==> src/include/tcc_pkg.sv <==
package tcc_pkg;
   // data-space byte addresses of the register file
   localparam logic [8:0] TCC_EVENT_FLAGS_OFS [4] = '{
      9'h036, 9'h038, 9'h039, 9'h03a};
   localparam logic [8:0] TCC_IRQ_ENABLES_OFS [4] = '{
      9'h06f, 9'h071, 9'h072, 9'h073};
   localparam logic [8:0] TCC_CAPTURE_VALUE_OFS [4] = '{
      9'h086, 9'h096, 9'h0a6, 9'h126};
   localparam logic [8:0] TCC_COUNT_VALUE_OFS [4] = '{
      9'h084, 9'h094, 9'h0a4, 9'h124};
   localparam logic [8:0] TCC_COMPARE_A_OFS [4] = '{
      9'h088, 9'h098, 9'h0a8, 9'h128};
   localparam logic [8:0] TCC_COMPARE_B_OFS [4] = '{
      9'h08a, 9'h09a, 9'h0aa, 9'h12a};
   localparam logic [8:0] TCC_COMPARE_C_OFS [4] = '{
      9'h08c, 9'h09c, 9'h0ac, 9'h12c};
   // flag and enable bit positions
   localparam int TCC_BIT_OVERFLOW = 0;
   localparam int TCC_BIT_COMPARE_A = 1;
   localparam int TCC_BIT_COMPARE_B = 2;
   localparam int TCC_BIT_COMPARE_C = 3;
   localparam int TCC_BIT_CAPTURE = 5;
   localparam logic [7:0] TCC_FLAG_MASK = 8'h2f;
   localparam logic [7:0] TCC_BYTE_RESET = 8'h00;
   localparam logic [15:0] TCC_WORD_RESET = 16'h0000;
   localparam logic [15:0] TCC_COUNT_MAX = 16'hffff;

   // one timer's view of its counter and mode
   typedef struct packed {
      logic [15:0] count;
      logic tick;
      logic capture_event;
      logic capture_is_top;
      logic overflow_event;
      logic count_written;
   } tcc_timer_in_t;

   // cpu byte bus
   typedef struct packed {
      logic [8:0] addr;
      logic [7:0] wdata;
      logic wr;
      logic rd;
   } tcc_bus_t;
endpackage

==> src/rtl/tcc_block.sv <==
`timescale 1ns/100ps
module tcc_block #(
   parameter int NUM_TIMERS = 4
) (
   input wire logic core_clk,
   input wire logic sys_rst,
   input wire tcc_pkg::tcc_bus_t bus,
   output logic [7:0] rdata,
   input wire logic global_irq_enable,
   input wire tcc_pkg::tcc_timer_in_t [NUM_TIMERS-1:0] timer_in,
   input wire logic [NUM_TIMERS-1:0][2:0] force_strobe,
   input wire logic [NUM_TIMERS-1:0][5:0] irq_ack,
   output logic [NUM_TIMERS-1:0][5:0] irq_request,
   output logic [NUM_TIMERS-1:0][2:0] waveform_output_pin,
   output logic [NUM_TIMERS-1:0] count_load,
   output logic [15:0] count_load_word
);
   import tcc_pkg::*;

   // the register map is fixed at four timers; refuse anything else
   if (NUM_TIMERS != 4) begin : gen_bad_count
      $error("tcc_block serves exactly four timers");
   end

   logic [7:0] temp_reg;
   logic [7:0] flags_reg [NUM_TIMERS];
   logic [7:0] enables_reg [NUM_TIMERS];
   logic [15:0] cmp_a [NUM_TIMERS];
   logic [15:0] cmp_b [NUM_TIMERS];
   logic [15:0] cmp_c [NUM_TIMERS];
   logic [15:0] cap [NUM_TIMERS];
   logic [5:0] flag_set [NUM_TIMERS];
   logic [2:0] wave_toggle [NUM_TIMERS];
   logic [2:0] cmp_load [NUM_TIMERS];
   logic cap_load [NUM_TIMERS];
   logic [15:0] load_word;
   logic [7:0] rdata_next;
   logic [7:0] temp_next;
   logic temp_load;
   logic temp_stage;

   // low-byte write forms the word from the staged high byte
   assign load_word = {temp_reg, bus.wdata};

   genvar g;
   generate
      for (g = 0; g < NUM_TIMERS; g++) begin : gen_timer
         // word stores take effect on the low-byte write only
         always_comb begin
            cmp_load[g][0] = bus.wr && bus.addr == TCC_COMPARE_A_OFS[g];
            cmp_load[g][1] = bus.wr && bus.addr == TCC_COMPARE_B_OFS[g];
            cmp_load[g][2] = bus.wr && bus.addr == TCC_COMPARE_C_OFS[g];
            cap_load[g] = bus.wr && bus.addr == TCC_CAPTURE_VALUE_OFS[g];
         end

         tcc_channel u_chan (
            .core_clk(core_clk),
            .sys_rst(sys_rst),
            .tin(timer_in[g]),
            .cmp_load(cmp_load[g]),
            .cap_load(cap_load[g]),
            .load_word(load_word),
            .force_strobe(force_strobe[g]),
            .cmp_a(cmp_a[g]),
            .cmp_b(cmp_b[g]),
            .cmp_c(cmp_c[g]),
            .cap(cap[g]),
            .flag_set(flag_set[g]),
            .wave_toggle(wave_toggle[g])
         );

         // clear mask: vector acknowledge or a one written to the flag bit
         logic [7:0] flag_clear;
         always_comb begin
            flag_clear = {2'b00, irq_ack[g]};
            if (bus.wr && bus.addr == TCC_EVENT_FLAGS_OFS[g]) begin
               flag_clear = flag_clear | bus.wdata;
            end
         end

         // sticky flags: a set in the clear cycle wins
         always_ff @(posedge core_clk) begin
            if (sys_rst) begin
               flags_reg[g] <= TCC_BYTE_RESET;
            end else begin
               flags_reg[g] <= ((flags_reg[g] & ~flag_clear)
                  | {2'b00, flag_set[g]}) & TCC_FLAG_MASK;
            end
         end

         // enable register, unused bits held at zero
         always_ff @(posedge core_clk) begin
            if (sys_rst) begin
               enables_reg[g] <= TCC_BYTE_RESET;
            end else if (bus.wr && bus.addr == TCC_IRQ_ENABLES_OFS[g]) begin
               enables_reg[g] <= bus.wdata & TCC_FLAG_MASK;
            end
         end

         // request needs all three conditions
         always_ff @(posedge core_clk) begin
            if (sys_rst) begin
               irq_request[g] <= 6'h00;
            end else begin
               irq_request[g] <= enables_reg[g][5:0] & flags_reg[g][5:0]
                  & {6{global_irq_enable}};
            end
         end

         // waveform pins toggle on match or forced strobe
         always_ff @(posedge core_clk) begin
            if (sys_rst) begin
               waveform_output_pin[g] <= 3'h0;
            end else begin
               waveform_output_pin[g] <= waveform_output_pin[g]
                  ^ wave_toggle[g];
            end
         end

         // counter itself lives outside; forward the coherent word
         always_ff @(posedge core_clk) begin
            if (sys_rst) begin
               count_load[g] <= 1'b0;
            end else begin
               count_load[g] <= bus.wr
                  && bus.addr == TCC_COUNT_VALUE_OFS[g];
            end
         end
      end
   endgenerate

   always_ff @(posedge core_clk) begin
      if (sys_rst) begin
         count_load_word <= TCC_WORD_RESET;
      end else begin
         count_load_word <= load_word;
      end
   end

   // read decode; capture and count low-byte reads also stage the high byte
   always_comb begin
      rdata_next = TCC_BYTE_RESET;
      temp_next = temp_reg;
      temp_load = 1'b0;
      for (int i = 0; i < NUM_TIMERS; i++) begin
         if (bus.addr == TCC_EVENT_FLAGS_OFS[i]) begin
            rdata_next = flags_reg[i];
         end else if (bus.addr == TCC_IRQ_ENABLES_OFS[i]) begin
            rdata_next = enables_reg[i];
         end else if (bus.addr == TCC_CAPTURE_VALUE_OFS[i]) begin
            rdata_next = cap[i][7:0];
            temp_next = cap[i][15:8];
            temp_load = bus.rd;
         end else if (bus.addr == TCC_COUNT_VALUE_OFS[i]) begin
            rdata_next = timer_in[i].count[7:0];
            temp_next = timer_in[i].count[15:8];
            temp_load = bus.rd;
         end else if (bus.addr == TCC_COMPARE_A_OFS[i]) begin
            rdata_next = cmp_a[i][7:0];
         end else if (bus.addr == TCC_COMPARE_A_OFS[i] + 9'h001) begin
            rdata_next = cmp_a[i][15:8];
         end else if (bus.addr == TCC_COMPARE_B_OFS[i]) begin
            rdata_next = cmp_b[i][7:0];
         end else if (bus.addr == TCC_COMPARE_B_OFS[i] + 9'h001) begin
            rdata_next = cmp_b[i][15:8];
         end else if (bus.addr == TCC_COMPARE_C_OFS[i]) begin
            rdata_next = cmp_c[i][7:0];
         end else if (bus.addr == TCC_COMPARE_C_OFS[i] + 9'h001) begin
            rdata_next = cmp_c[i][15:8];
         end else if (bus.addr == TCC_CAPTURE_VALUE_OFS[i] + 9'h001
                      || bus.addr == TCC_COUNT_VALUE_OFS[i] + 9'h001) begin
            rdata_next = temp_reg;
         end
      end
   end

   // among writes only the high byte of a 16-bit word stages the shared byte, so an
   // 8-bit register write between the two halves cannot corrupt it
   always_comb begin
      temp_stage = 1'b0;
      for (int i = 0; i < NUM_TIMERS; i++) begin
         if (bus.addr == TCC_COUNT_VALUE_OFS[i] + 9'h001
             || bus.addr == TCC_CAPTURE_VALUE_OFS[i] + 9'h001
             || bus.addr == TCC_COMPARE_A_OFS[i] + 9'h001
             || bus.addr == TCC_COMPARE_B_OFS[i] + 9'h001
             || bus.addr == TCC_COMPARE_C_OFS[i] + 9'h001) begin
            temp_stage = bus.wr;
         end
      end
   end

   // shared high byte: high-byte writes stage it for any 16-bit word
   always_ff @(posedge core_clk) begin
      if (sys_rst) begin
         temp_reg <= TCC_BYTE_RESET;
      end else if (temp_stage) begin
         temp_reg <= bus.wdata;
      end else if (temp_load) begin
         temp_reg <= temp_next;
      end
   end

   // read data is registered: valid the edge after rd
   always_ff @(posedge core_clk) begin
      if (sys_rst) begin
         rdata <= TCC_BYTE_RESET;
      end else if (bus.rd) begin
         rdata <= rdata_next;
      end
   end
endmodule

==> src/rtl/tcc_channel.sv <==
`timescale 1ns/100ps
// one timer's compare/capture datapath and flag set terms
module tcc_channel (
   input wire logic core_clk,
   input wire logic sys_rst,
   input wire tcc_pkg::tcc_timer_in_t tin,
   input wire logic [2:0] cmp_load,
   input wire logic cap_load,
   input wire logic [15:0] load_word,
   input wire logic [2:0] force_strobe,
   output logic [15:0] cmp_a,
   output logic [15:0] cmp_b,
   output logic [15:0] cmp_c,
   output logic [15:0] cap,
   output logic [5:0] flag_set,
   output logic [2:0] wave_toggle
);
   import tcc_pkg::*;
   logic [15:0] cmp_reg [3];
   logic [2:0] match_reg;
   logic block_reg;

   assign cmp_a = cmp_reg[0];
   assign cmp_b = cmp_reg[1];
   assign cmp_c = cmp_reg[2];

   // compare values, loaded as a whole word
   always_ff @(posedge core_clk) begin
      for (int i = 0; i < 3; i++) begin
         if (sys_rst) begin
            cmp_reg[i] <= TCC_WORD_RESET;
         end else if (cmp_load[i]) begin
            cmp_reg[i] <= load_word;
         end
      end
   end

   // a counter write blocks matches on the following timer tick
   always_ff @(posedge core_clk) begin
      if (sys_rst) begin
         block_reg <= 1'b0;
      end else if (tin.count_written) begin
         block_reg <= 1'b1;
      end else if (tin.tick) begin
         block_reg <= 1'b0;
      end
   end

   // match is registered, so the flag lands one timer tick later
   always_ff @(posedge core_clk) begin
      if (sys_rst) begin
         match_reg <= 3'h0;
      end else if (tin.tick) begin
         for (int i = 0; i < 3; i++) begin
            match_reg[i] <= (tin.count == cmp_reg[i]) && !block_reg;
         end
      end
   end

   // capture copies the counter on an event
   always_ff @(posedge core_clk) begin
      if (sys_rst) begin
         cap <= TCC_WORD_RESET;
      end else if (tin.capture_event) begin
         cap <= tin.count;
      end else if (cap_load) begin
         cap <= load_word;
      end
   end

   // flag set terms; force strobes reach only the waveform path
   always_comb begin
      flag_set = 6'h00;
      flag_set[TCC_BIT_COMPARE_A] = tin.tick && match_reg[0];
      flag_set[TCC_BIT_COMPARE_B] = tin.tick && match_reg[1];
      flag_set[TCC_BIT_COMPARE_C] = tin.tick && match_reg[2];
      flag_set[TCC_BIT_OVERFLOW] = tin.overflow_event;
      flag_set[TCC_BIT_CAPTURE] = tin.capture_event
         || (tin.capture_is_top && tin.tick
             && tin.count == cap);
      wave_toggle = (match_reg & {3{tin.tick}}) | force_strobe;
   end
endmodule
==> config.mk <==
export PLATFORM = sky130hd
export DESIGN_NAME = tcc_block
export DESIGN_NICKNAME = d
export VERILOG_FILES = /design/src/include/tcc_pkg.sv /design/src/rtl/tcc_block.sv /design/src/rtl/tcc_channel.sv
export SDC_FILE = /design/constraint.sdc
export NUM_CORES = 1
export LEC_CHECK = 0
export ABC_AREA = 0
export BUFFER_PORTS_ARGS = -buffer_cell sky130_fd_sc_hd__buf_2
export CAP_MARGIN = 40
export CORE_ASPECT_RATIO = 1.75
export CORE_MARGIN = 2
export CORE_UTILIZATION = 60
export DETAILED_ROUTE_END_ITERATION = 10
export PLACE_DENSITY_LB_ADDON = 0.05
export SLEW_MARGIN = 25
export SYNTH_ARGS = -nofsm -noshare
export SYNTH_HDL_FRONTEND = slang
export SYNTH_HIERARCHICAL = 1
export SYNTH_SLANG_ARGS = --single-unit
==> constraint.sdc <==
create_clock -name core_clk -period 3.1 [get_ports core_clk]
set_input_delay 0.155 -clock core_clk [delete_from_list [all_inputs] [get_ports core_clk]]
set_output_delay 0.155 -clock core_clk [all_outputs]
set_load 0.05 [all_outputs]
Word-level counts from Yosys, hierarchy flattened
Memories as Yosys holds them, arrays and structs flattened.
Cells that the tools add are included.
W data, S select, Z words.
Word-level totals
  register bits: 152
  bits in latches: 0
  bits in writable memories: 232
  bits in read-only memories: 0
  input port bits: 142
  logic and storage cells: 419
  memories: 6
Memory list
  gen_timer[0].u_chan.cmp_reg: depth 3, width 16, rd ports 3, clocked after memory_dff 0, wr ports 3, RTL line tcc_channel.sv:19  | logic [15:0] cmp_reg [3];
  gen_timer[1].u_chan.cmp_reg: depth 3, width 16, rd ports 3, clocked after memory_dff 0, wr ports 3, RTL line tcc_channel.sv:19
  gen_timer[2].u_chan.cmp_reg: depth 3, width 16, rd ports 3, clocked after memory_dff 0, wr ports 3, RTL line tcc_channel.sv:19
  gen_timer[3].u_chan.cmp_reg: depth 3, width 16, rd ports 3, clocked after memory_dff 0, wr ports 3, RTL line tcc_channel.sv:19
  enables_reg: depth 4, width 5, rd ports 4, clocked after memory_dff 0, wr ports 4, RTL line tcc_block.sv:27  | logic [7:0] enables_reg [NUM_TIMERS];
  flags_reg: depth 4, width 5, rd ports 4, clocked after memory_dff 0, wr ports 4, RTL line tcc_block.sv:26  | logic [7:0] flags_reg [NUM_TIMERS];
Cells by class
  $add $sub $neg: 0
  $mul: 0
  div/mod/pow operators: 0
  order comparisons: 0
  equality and inequality tests: 64
  shift-type cells: 0
  muxes and demuxes: 173
  bitwise gates (word level): 56
  reduce and logical (&&, ||, !) cells: 93
Operators by type and width (number)
  $mux W8: 62
  $mux W16: 20
  $eq A9 B8 Y1 const B: 30
  $eq A16 B16 Y1: 16
  $eq A9 B9 Y1 const B: 10
  $mux W1: 79
  $and A6 B6 Y6: 12
  $logic_and A1 B1 Y1: 60
  $or A6 B6 Y6: 8
  $mux W5: 8
  $eq A9 B6 Y1 const B: 4
  $eq A9 B7 Y1 const B: 4
  $mux W6: 4
  $not A6 Y6: 4
  $logic_or A1 B1 Y1: 20
  $or A1 B1 Y1: 20
  $reduce_bool A2 Y1: 9
  $and A3 B3 Y3: 4
  $or A3 B3 Y3: 4
  $xor A3 B3 Y3: 4
  $logic_not A1 Y1: 4

Longest topological paths before layout
Gate-level depths: netlist of the first run.
  depth in word-level cells: 46
  mapped depth: 12

Hierarchy
Netlist of the first run, hierarchy kept.
Modules (own cells, without submodules)
  tcc_channel: instances 4, cells each 320, area an instance 3583.4 um2
  tcc_block: instances 1, cells each 1037, area an instance 8107.8 um2

Worst setup path after synthesis of the first run
No wires, ideal clock.
  path kind: input port to flip-flop
  start point: input port bus[12] (netlist bit)
  end point: memory enables_reg[3][0] (netlist bit) (enable)
  library setup time: 374 ps
  arrival: 1901 ps
  required time: 2726 ps
  setup slack: 825 ps
  cell stages on the path: 6
  buffers on the path: 3
  path through: buf_2 buf_2 or3b_1 or3_1 clkbuf_1 o21ai_0
RTL lines
  start, declared: RTL line tcc_block.sv:7  | input wire tcc_pkg::tcc_bus_t bus,
  end, declared: RTL line tcc_block.sv:27

Worst setup path in the final report of the first run
  start point: input port bus[12] (netlist bit)
  end point: register rdata[6]
On the way
  cells in the longest elaborated chain, start to end: 46
Ends and longest elaborated chain
  $eq A9 B8 Y1 (on tied branches): RTL line tcc_block.sv:171, tcc_block.sv:170
  $logic_or A1 B1 Y1: RTL line tcc_block.sv:171  | || bus.addr == TCC_COUNT_VALUE_OFS[i] + 9'h001) begin
  $mux W8: RTL line tcc_block.sv:170  | end else if (bus.addr == TCC_CAPTURE_VALUE_OFS[i] + 9'h001
  $mux W8: RTL line tcc_block.sv:168  | end else if (bus.addr == TCC_COMPARE_C_OFS[i] + 9'h001) begin
  $mux W8: RTL line tcc_block.sv:166  | end else if (bus.addr == TCC_COMPARE_C_OFS[i]) begin
  $mux W8: RTL line tcc_block.sv:164  | end else if (bus.addr == TCC_COMPARE_B_OFS[i] + 9'h001) begin
  $mux W8: RTL line tcc_block.sv:162  | end else if (bus.addr == TCC_COMPARE_B_OFS[i]) begin
  $mux W8: RTL line tcc_block.sv:160  | end else if (bus.addr == TCC_COMPARE_A_OFS[i] + 9'h001) begin
  [... 30 more ...]
  $mux W8: RTL line tcc_block.sv:164
  $mux W8: RTL line tcc_block.sv:162
  $mux W8: RTL line tcc_block.sv:160
  $mux W8: RTL line tcc_block.sv:158  | end else if (bus.addr == TCC_COMPARE_A_OFS[i]) begin
  $mux W8: RTL line tcc_block.sv:154  | end else if (bus.addr == TCC_COUNT_VALUE_OFS[i]) begin
  $mux W8: RTL line tcc_block.sv:150  | end else if (bus.addr == TCC_CAPTURE_VALUE_OFS[i]) begin
  $mux W8: RTL line tcc_block.sv:148  | end else if (bus.addr == TCC_IRQ_ENABLES_OFS[i]) begin
  $mux W8 *: RTL line tcc_block.sv:146  | if (bus.addr == TCC_EVENT_FLAGS_OFS[i]) begin
  end signal, assigned: RTL line tcc_block.sv:208  | rdata <= rdata_next;
  end, declared: RTL line tcc_block.sv:8  | output logic [7:0] rdata,
Mark *: on every way between the ends. The rest lies on a longest branch, timed or not.
A chain may end at the register's enable or synchronous reset.

==> flow_metrics.py, run 1 <==
metrics = {
    "cts": {
        "cts_root_buf": "clkbuf_16",
        "clk_latency_ns": 0.56,
        "cts_max_path_buffers": 3,
        "clock-sinks": 380,
        "ctsResizeCount": 0,
        "clk_pin_slew_worst_paths_ns": 0.06,
        "numCtsBuffers": 36,
        "tritoncts": "built",
        "htreeDepth": 2,
    },
    "route": {
        "dr.pass1.iters": 7,
        "drc": 0,
        "routed_via_density": 6.92,
        "avgRoutedWirePerCell_microns": 33.0,
        "via_count": 21160,
        "drt-total-wl_mm": 101,
        "antenna_left": 0,
        "detail_route.iter0.violations": 2661,
    },
    "timing": {
        "fmax_ghz": 0.383,
        "hold_violations": 1,
        "slew_headroom_pct": 32.9,
        "tightestPinTransition_ns": 1.01,
        "setup_slack_ns": 0.491,
        "layout_min_cycle_time_ns": 2.61,
        "hold_ws_ns": -0.00202,
        "finalSetupViolations": 0,
        "drv_slew": 0,
        "fin_crit_sh_pct": 84.2,
        "rsz0062_at_grt": "false",
        "finalSetupTns_ns": 0,
        "fin_skew_ns": 0.0283,
    },
    "setup_path": {
        "cpMostUsedCell": "buf_4",
        "path_buf_inv": 3,
        "max_stage_delay_ns": 0.54,
        "critPathRequiredTime_ns": 3.58,
        "crit_family": "simple AND/OR/NAND/NOR gates",
        "crit_chain": "buf_2 > buf_4 > nor2b_1 > and2_0 > buf_4 > a21oi_1 > nand3_1 > nand4_1 > a211oi_1 > o31a_1",
        "slowest_stage": "a211oi_1",
        "criticalPathCategory": "input pin to register",
        "cp-end-kind": "register",
        "worstSetupStartpointType": "input pin",
        "critPathArrivalTime_ns": 3.09,
        "path_max_fanout": 27,
    },
    "floorplanning": {
        "io_pins": 206,
        "start_util_pct": 60.9,
        "die_h_microns": 260,
        "die_x_microns": 150,
        "coreArea_sq_um": 36800,
        "placementRows": 93,
        "die_area_sq_um": 38900,
    },
    "global_route": {
        "antenna_found_initial": 9,
        "grt_pass1_vias": 20840,
        "grt_pass1_wl_mm": 142,
        "grt.total_usage_pct": 51.5,
        "grt_overflow": 0,
        "grt_max_degree": 72,
    },
    "min_path": {
        "hold_path.class": "input pin to register",
    },
    "placement": {
        "io_buffers": 197,
        "post-place-ws_ns": 0.163,
        "dp.final_hpwl_mm": 72.0,
        "placed_area_sq_um": 23900,
        "gp_congestion": 1.16,
    },
    "run": {
        "max_cap_viol_count": 0,
    },
    "synthesis": {
        "synthCells": 2309,
        "syn-cell-area_sq_um": 22400,
        "yosys_warnings": 6,
        "avgSynthCellArea_sq_um": 9.70,
    },
    "final_layout": {
        "nFillCells": 2805,
        "final_area_sq_um": 25600,
        "largest_reg_flops": 192,
        "final_common_cell": "nor2_1",
        "finalNetCount": 2686,
        "final_cell_mix": "nor2_1, edfxtp_1, and2_1",
        "drive_gt1_share_pct": 18.7,
        "area_growth_pct": 14.3,
    },
    "pwr": {
        "power.density_nw_per_um2": 460,
        "ir_drop_v": 0.000522,
        "p_leak_nw": 9.71,
    },
    "outcome": {
        "violations": "negative hold slack",
        "status": "complete, but fails checks",
    },
}
==> path summary, 6_finish.rpt <==
path                                     startpoint                               end  slack (ns)  depth (start not counted)
hold / removal                           irq_ack[9]                   flags_reg[1][3]      -0.002                          4
setup / recovery                            bus[12]                          rdata[6]        0.49                         10
hold reg to reg    gen_timer[1].u_chan/match_reg[2]  gen_timer[1].u_chan/match_reg[2]        0.45                          2
setup reg to reg  gen_timer[3].u_chan/cmp_reg[1][7]  gen_timer[3].u_chan/match_reg[1]        0.61                          4
==> routing by layer <==
layer	global-route usage, %	up-vias	part of all wire [%]
met2	81.3	1761	46
li1	-	8760	-
met5	0.641	-	0.041
met1	52.0	9954	30
met3	15.7	681	11
met4	52.8	4	13
==> through the flow <==
stage	total power, mW	std cells	hold slack, ns	utilization [%]
after floorplan	6.74	2312	0.272	-
after global placement	7.30	2928	0.362	65.0
after detailed placement	7.35	2930	0.373	65.1
after CTS	11.6	3045	0.00148	69.5
after global routing	12.0	3049	0.0258	69.6
final	11.8	3056	-0.00202	69.6
==> area by class of cell <==
type                            count  area [sq um]  share of cell area, %
Antenna cell                        9          22.5                 0.0880
Sequential cell                   380          9730                   38.0
Tap cell                          475           594                   2.32
Timing Repair Buffer              396          2650                   10.4
Inverter                           35           131                  0.513
Clock buffer                       46          1020                   3.99
Multi-Input combinational cell   1695         11300                   44.3
Clock inverter                     20           113                  0.440
==> worst min-delay path, delay by kind of cell <==
family                 cells  cell delay (ns)
buffers and inverters      2             0.17
AOI/OAI and AO/OA          1             0.09
and+or+nand+nor            1             0.08
==> power by group <==
| part | internal (mW) | switching (mW) |
|---|---|---|
| Combinational | 0.563 | 1.06 |
| Clock | 2.36 | 2.01 |
| Sequential | 5.52 | 0.255 |
==> repair_timing <==
item,CTS,global route
hold buffers,49,0
buffers inserted,0,0
endpoints found under the hold margin,43,0
setup endpoints to repair,0,0
No activity file was read; power rests on OpenSTA's default activity.
==> run 2, diff against run 1 <==
==> constraint.sdc (replaced) <==
create_clock -name core_clk -period 2.55 [get_ports core_clk]
set_input_delay 0.1275 -clock core_clk [delete_from_list [all_inputs] [get_ports core_clk]]
set_output_delay 0.1275 -clock core_clk [all_outputs]
set_load 0.05 [all_outputs]
==> flow_metrics.py, run 2 (synthesis results as in run 1) <==
metrics = {
    "floorplanning": {
        "placementRows": 93,
        "io_pins": 206,
        "die_area_sq_um": 38900,
        "coreArea_sq_um": 36800,
        "start_util_pct": 60.9,
        "die_x_microns": 150,
        "die_h_microns": 260,
    },
    "min_path": {
        "whs_path_depth": 3,
        "min_to": "gen_timer[3].u_chan/cap[7]",
        "min_from": "timer_in[75]",
        "hold_path.class": "input pin to register",
    },
    "cts": {
        "cts_setup_buffers": 0,
        "cts_root_buf": "clkbuf_16",
        "clk_pin_slew_worst_paths_ns": 0.07,
        "numCtsBuffers": 35,
        "ctsResizeCount": 0,
        "cts_hold_buffers": 72,
        "cts_max_path_buffers": 3,
        "tritoncts": "built",
        "clock-sinks": 380,
        "clk_latency_ns": 0.55,
        "htreeDepth": 2,
    },
    "setup_path": {
        "path_buf_inv": 0,
        "critPathRequiredTime_ns": 3.02,
        "cp-end-kind": "register",
        "rr_endpoint": "flags_reg[3][4]",
        "critPathArrivalTime_ns": 2.94,
        "path_max_fanout": 3,
        "worstSetupStartpointType": "register",
        "max_stage_delay_ns": 0.82,
        "r2r-start": "gen_timer[3].u_chan/cap[2]",
        "rrSetupSlack_ns": 0.07,
        "r2r_cells": 6,
        "slowest_stage": "xnor2_1",
        "crit_chain": "xnor2_1 > nand4_1 > nor4_1 > a41o_1 > a31oi_1 > nor2_1",
        "crit_family": "XOR/XNOR gates",
        "criticalPathCategory": "register to register",
    },
    "timing": {
        "hold_ws_ns": -0.00273,
        "layout_min_cycle_time_ns": 2.48,
        "fmax_ghz": 0.404,
        "drv_slew": 0,
        "fin_crit_sh_pct": 97.2,
        "tightestPinTransition_ns": 1.02,
        "slew_headroom_pct": 31.4,
        "fin_skew_ns": 0.0174,
        "finalSetupTns_ns": 0,
        "rsz0062_at_grt": "false",
        "finalSetupViolations": 0,
        "hold_violations": 1,
        "setup_slack_ns": 0.0721,
    },
    "global_route": {
        "grt_overflow": 0,
        "grt.total_usage_pct": 53.4,
        "grt_pass1_wl_mm": 147,
        "antenna_found_initial": 13,
        "grt_max_degree": 57,
        "grt_pass1_vias": 22118,
    },
    "placement": {
        "gp_congestion": 1.14,
        "dp.final_hpwl_mm": 74.4,
        "placed_cells": 3022,
        "io_buffers": 197,
        "post-place-ws_ns": -0.0326,
    },
    "route": {
        "via_count": 21924,
        "antenna_left": 0,
        "drt-total-wl_mm": 104,
        "drc": 0,
        "dr.pass1.iters": 9,
        "avgRoutedWirePerCell_microns": 33.0,
        "detail_route.iter0.violations": 2786,
        "routed_via_density": 6.93,
    },
    "final_layout": {
        "drive_gt1_share_pct": 21.2,
        "finalNetCount": 2800,
        "final_cell_mix": "nor2_1, buf_4, edfxtp_1",
        "final_common_cell": "nor2_1",
        "largest_reg_flops": 192,
        "area_growth_pct": 19.3,
        "finalNonFillerCells": 3165,
    },
    "pwr": {
        "p_leak_nw": 10.3,
        "switching_share_pct": 27.8,
        "power.density_nw_per_um2": 542,
        "p_seq_share_pct": 48.5,
        "internal_power_mw": 10.4,
        "pwr-share-clk_pct": 36.9,
        "combinationalPowerShare_pct": 14.6,
        "ir_drop_v": 0.000615,
        "p_switching_mw": 4.03,
    },
    "run": {
        "max_cap_viol_count": 0,
    },
    "outcome": {
        "status": "complete, but fails checks",
        "violations": "negative hold slack",
    },
}
run 2: changes by cell type in the layout (fill, tap and decap cells not counted), moves of 3 or more:
cell           previous run  this run
buf_4                   144       218
dlygate4sd3_1            49        72
clkbuf_1                  5         9
clkinv_2                  7         3
buf_12                    4        21
diode_2                   9         6
run 2: how the worst max path moves through the flow:
stage | startpoint | end | slack (ns) | cells past startpoint
global route | bus[14] | gen_timer[3].u_chan/cap[0] | 0.07 | 13
global placement | bus[10] | rdata[3] | -0.04 | 9
detailed placement | bus[10] | rdata[3] | -0.03 | 9
CTS | bus[14] | gen_timer[3].u_chan/cap[0] | 0.18 | 13
floorplan | bus[12] | enables_reg[3][0] | 0.30 | 6
finish | gen_timer[3].u_chan/cap[2] | flags_reg[3][4] | 0.07 | 6
run 2: cell type report:
type / count / area (sq um)
Multi-Input combinational cell: 1695 / 11300
Fill cell: 2649 / 10000
Timing Repair Buffer: 511 / 3790
Clock inverter: 10 / 77.6
Inverter: 35 / 131
Tap cell: 475 / 594
Clock buffer: 53 / 1050
Sequential cell: 380 / 9730
Antenna cell: 6 / 15.0
run 2: worst reg2reg max path: stages (launching register included):
cell	delay, ns
dfxtp_1	0.35
xnor2_1	0.82
nand4_1	0.18
nor4_1	0.30
a41o_1	0.53
a31oi_1	0.08
nor2_1	0.13
run 2: stage by stage:
stage               total power [mW]  hold WS (ns)  cell area, sq um  utilization [%]
finish                          14.5      -0.00273             26700             72.7
global route                    14.7        0.0127             26700             72.6
CTS                             14.3       0.00458             26700             72.6
detailed placement              9.03         0.342             24800             67.5
global placement                8.97         0.333             24800             67.5
floorplan                       8.20         0.245             22400                -
run 2: metal layers:
metal / share of wire [%] / up-vias / GRT usage (%)
li1: - / 8947 / -
met1: 29 / 10164 / 53.1
met2: 45 / 1977 / 82.4
met3: 12 / 826 / 18.3
met4: 14 / 10 / 57.8
met5: 0.055 / - / 0
run 2: power by group through the flow:
stage / Sequential (mW) / Clock (mW) / Combinational [mW]
after floorplan: 7.11 / 0 / 1.09
after global placement: 7.12 / 0 / 1.84
after detailed placement: 7.13 / 0 / 1.89
after CTS: 7.00 / 5.30 / 1.99
after global routing: 7.03 / 5.54 / 2.17
final: 7.03 / 5.33 / 2.11
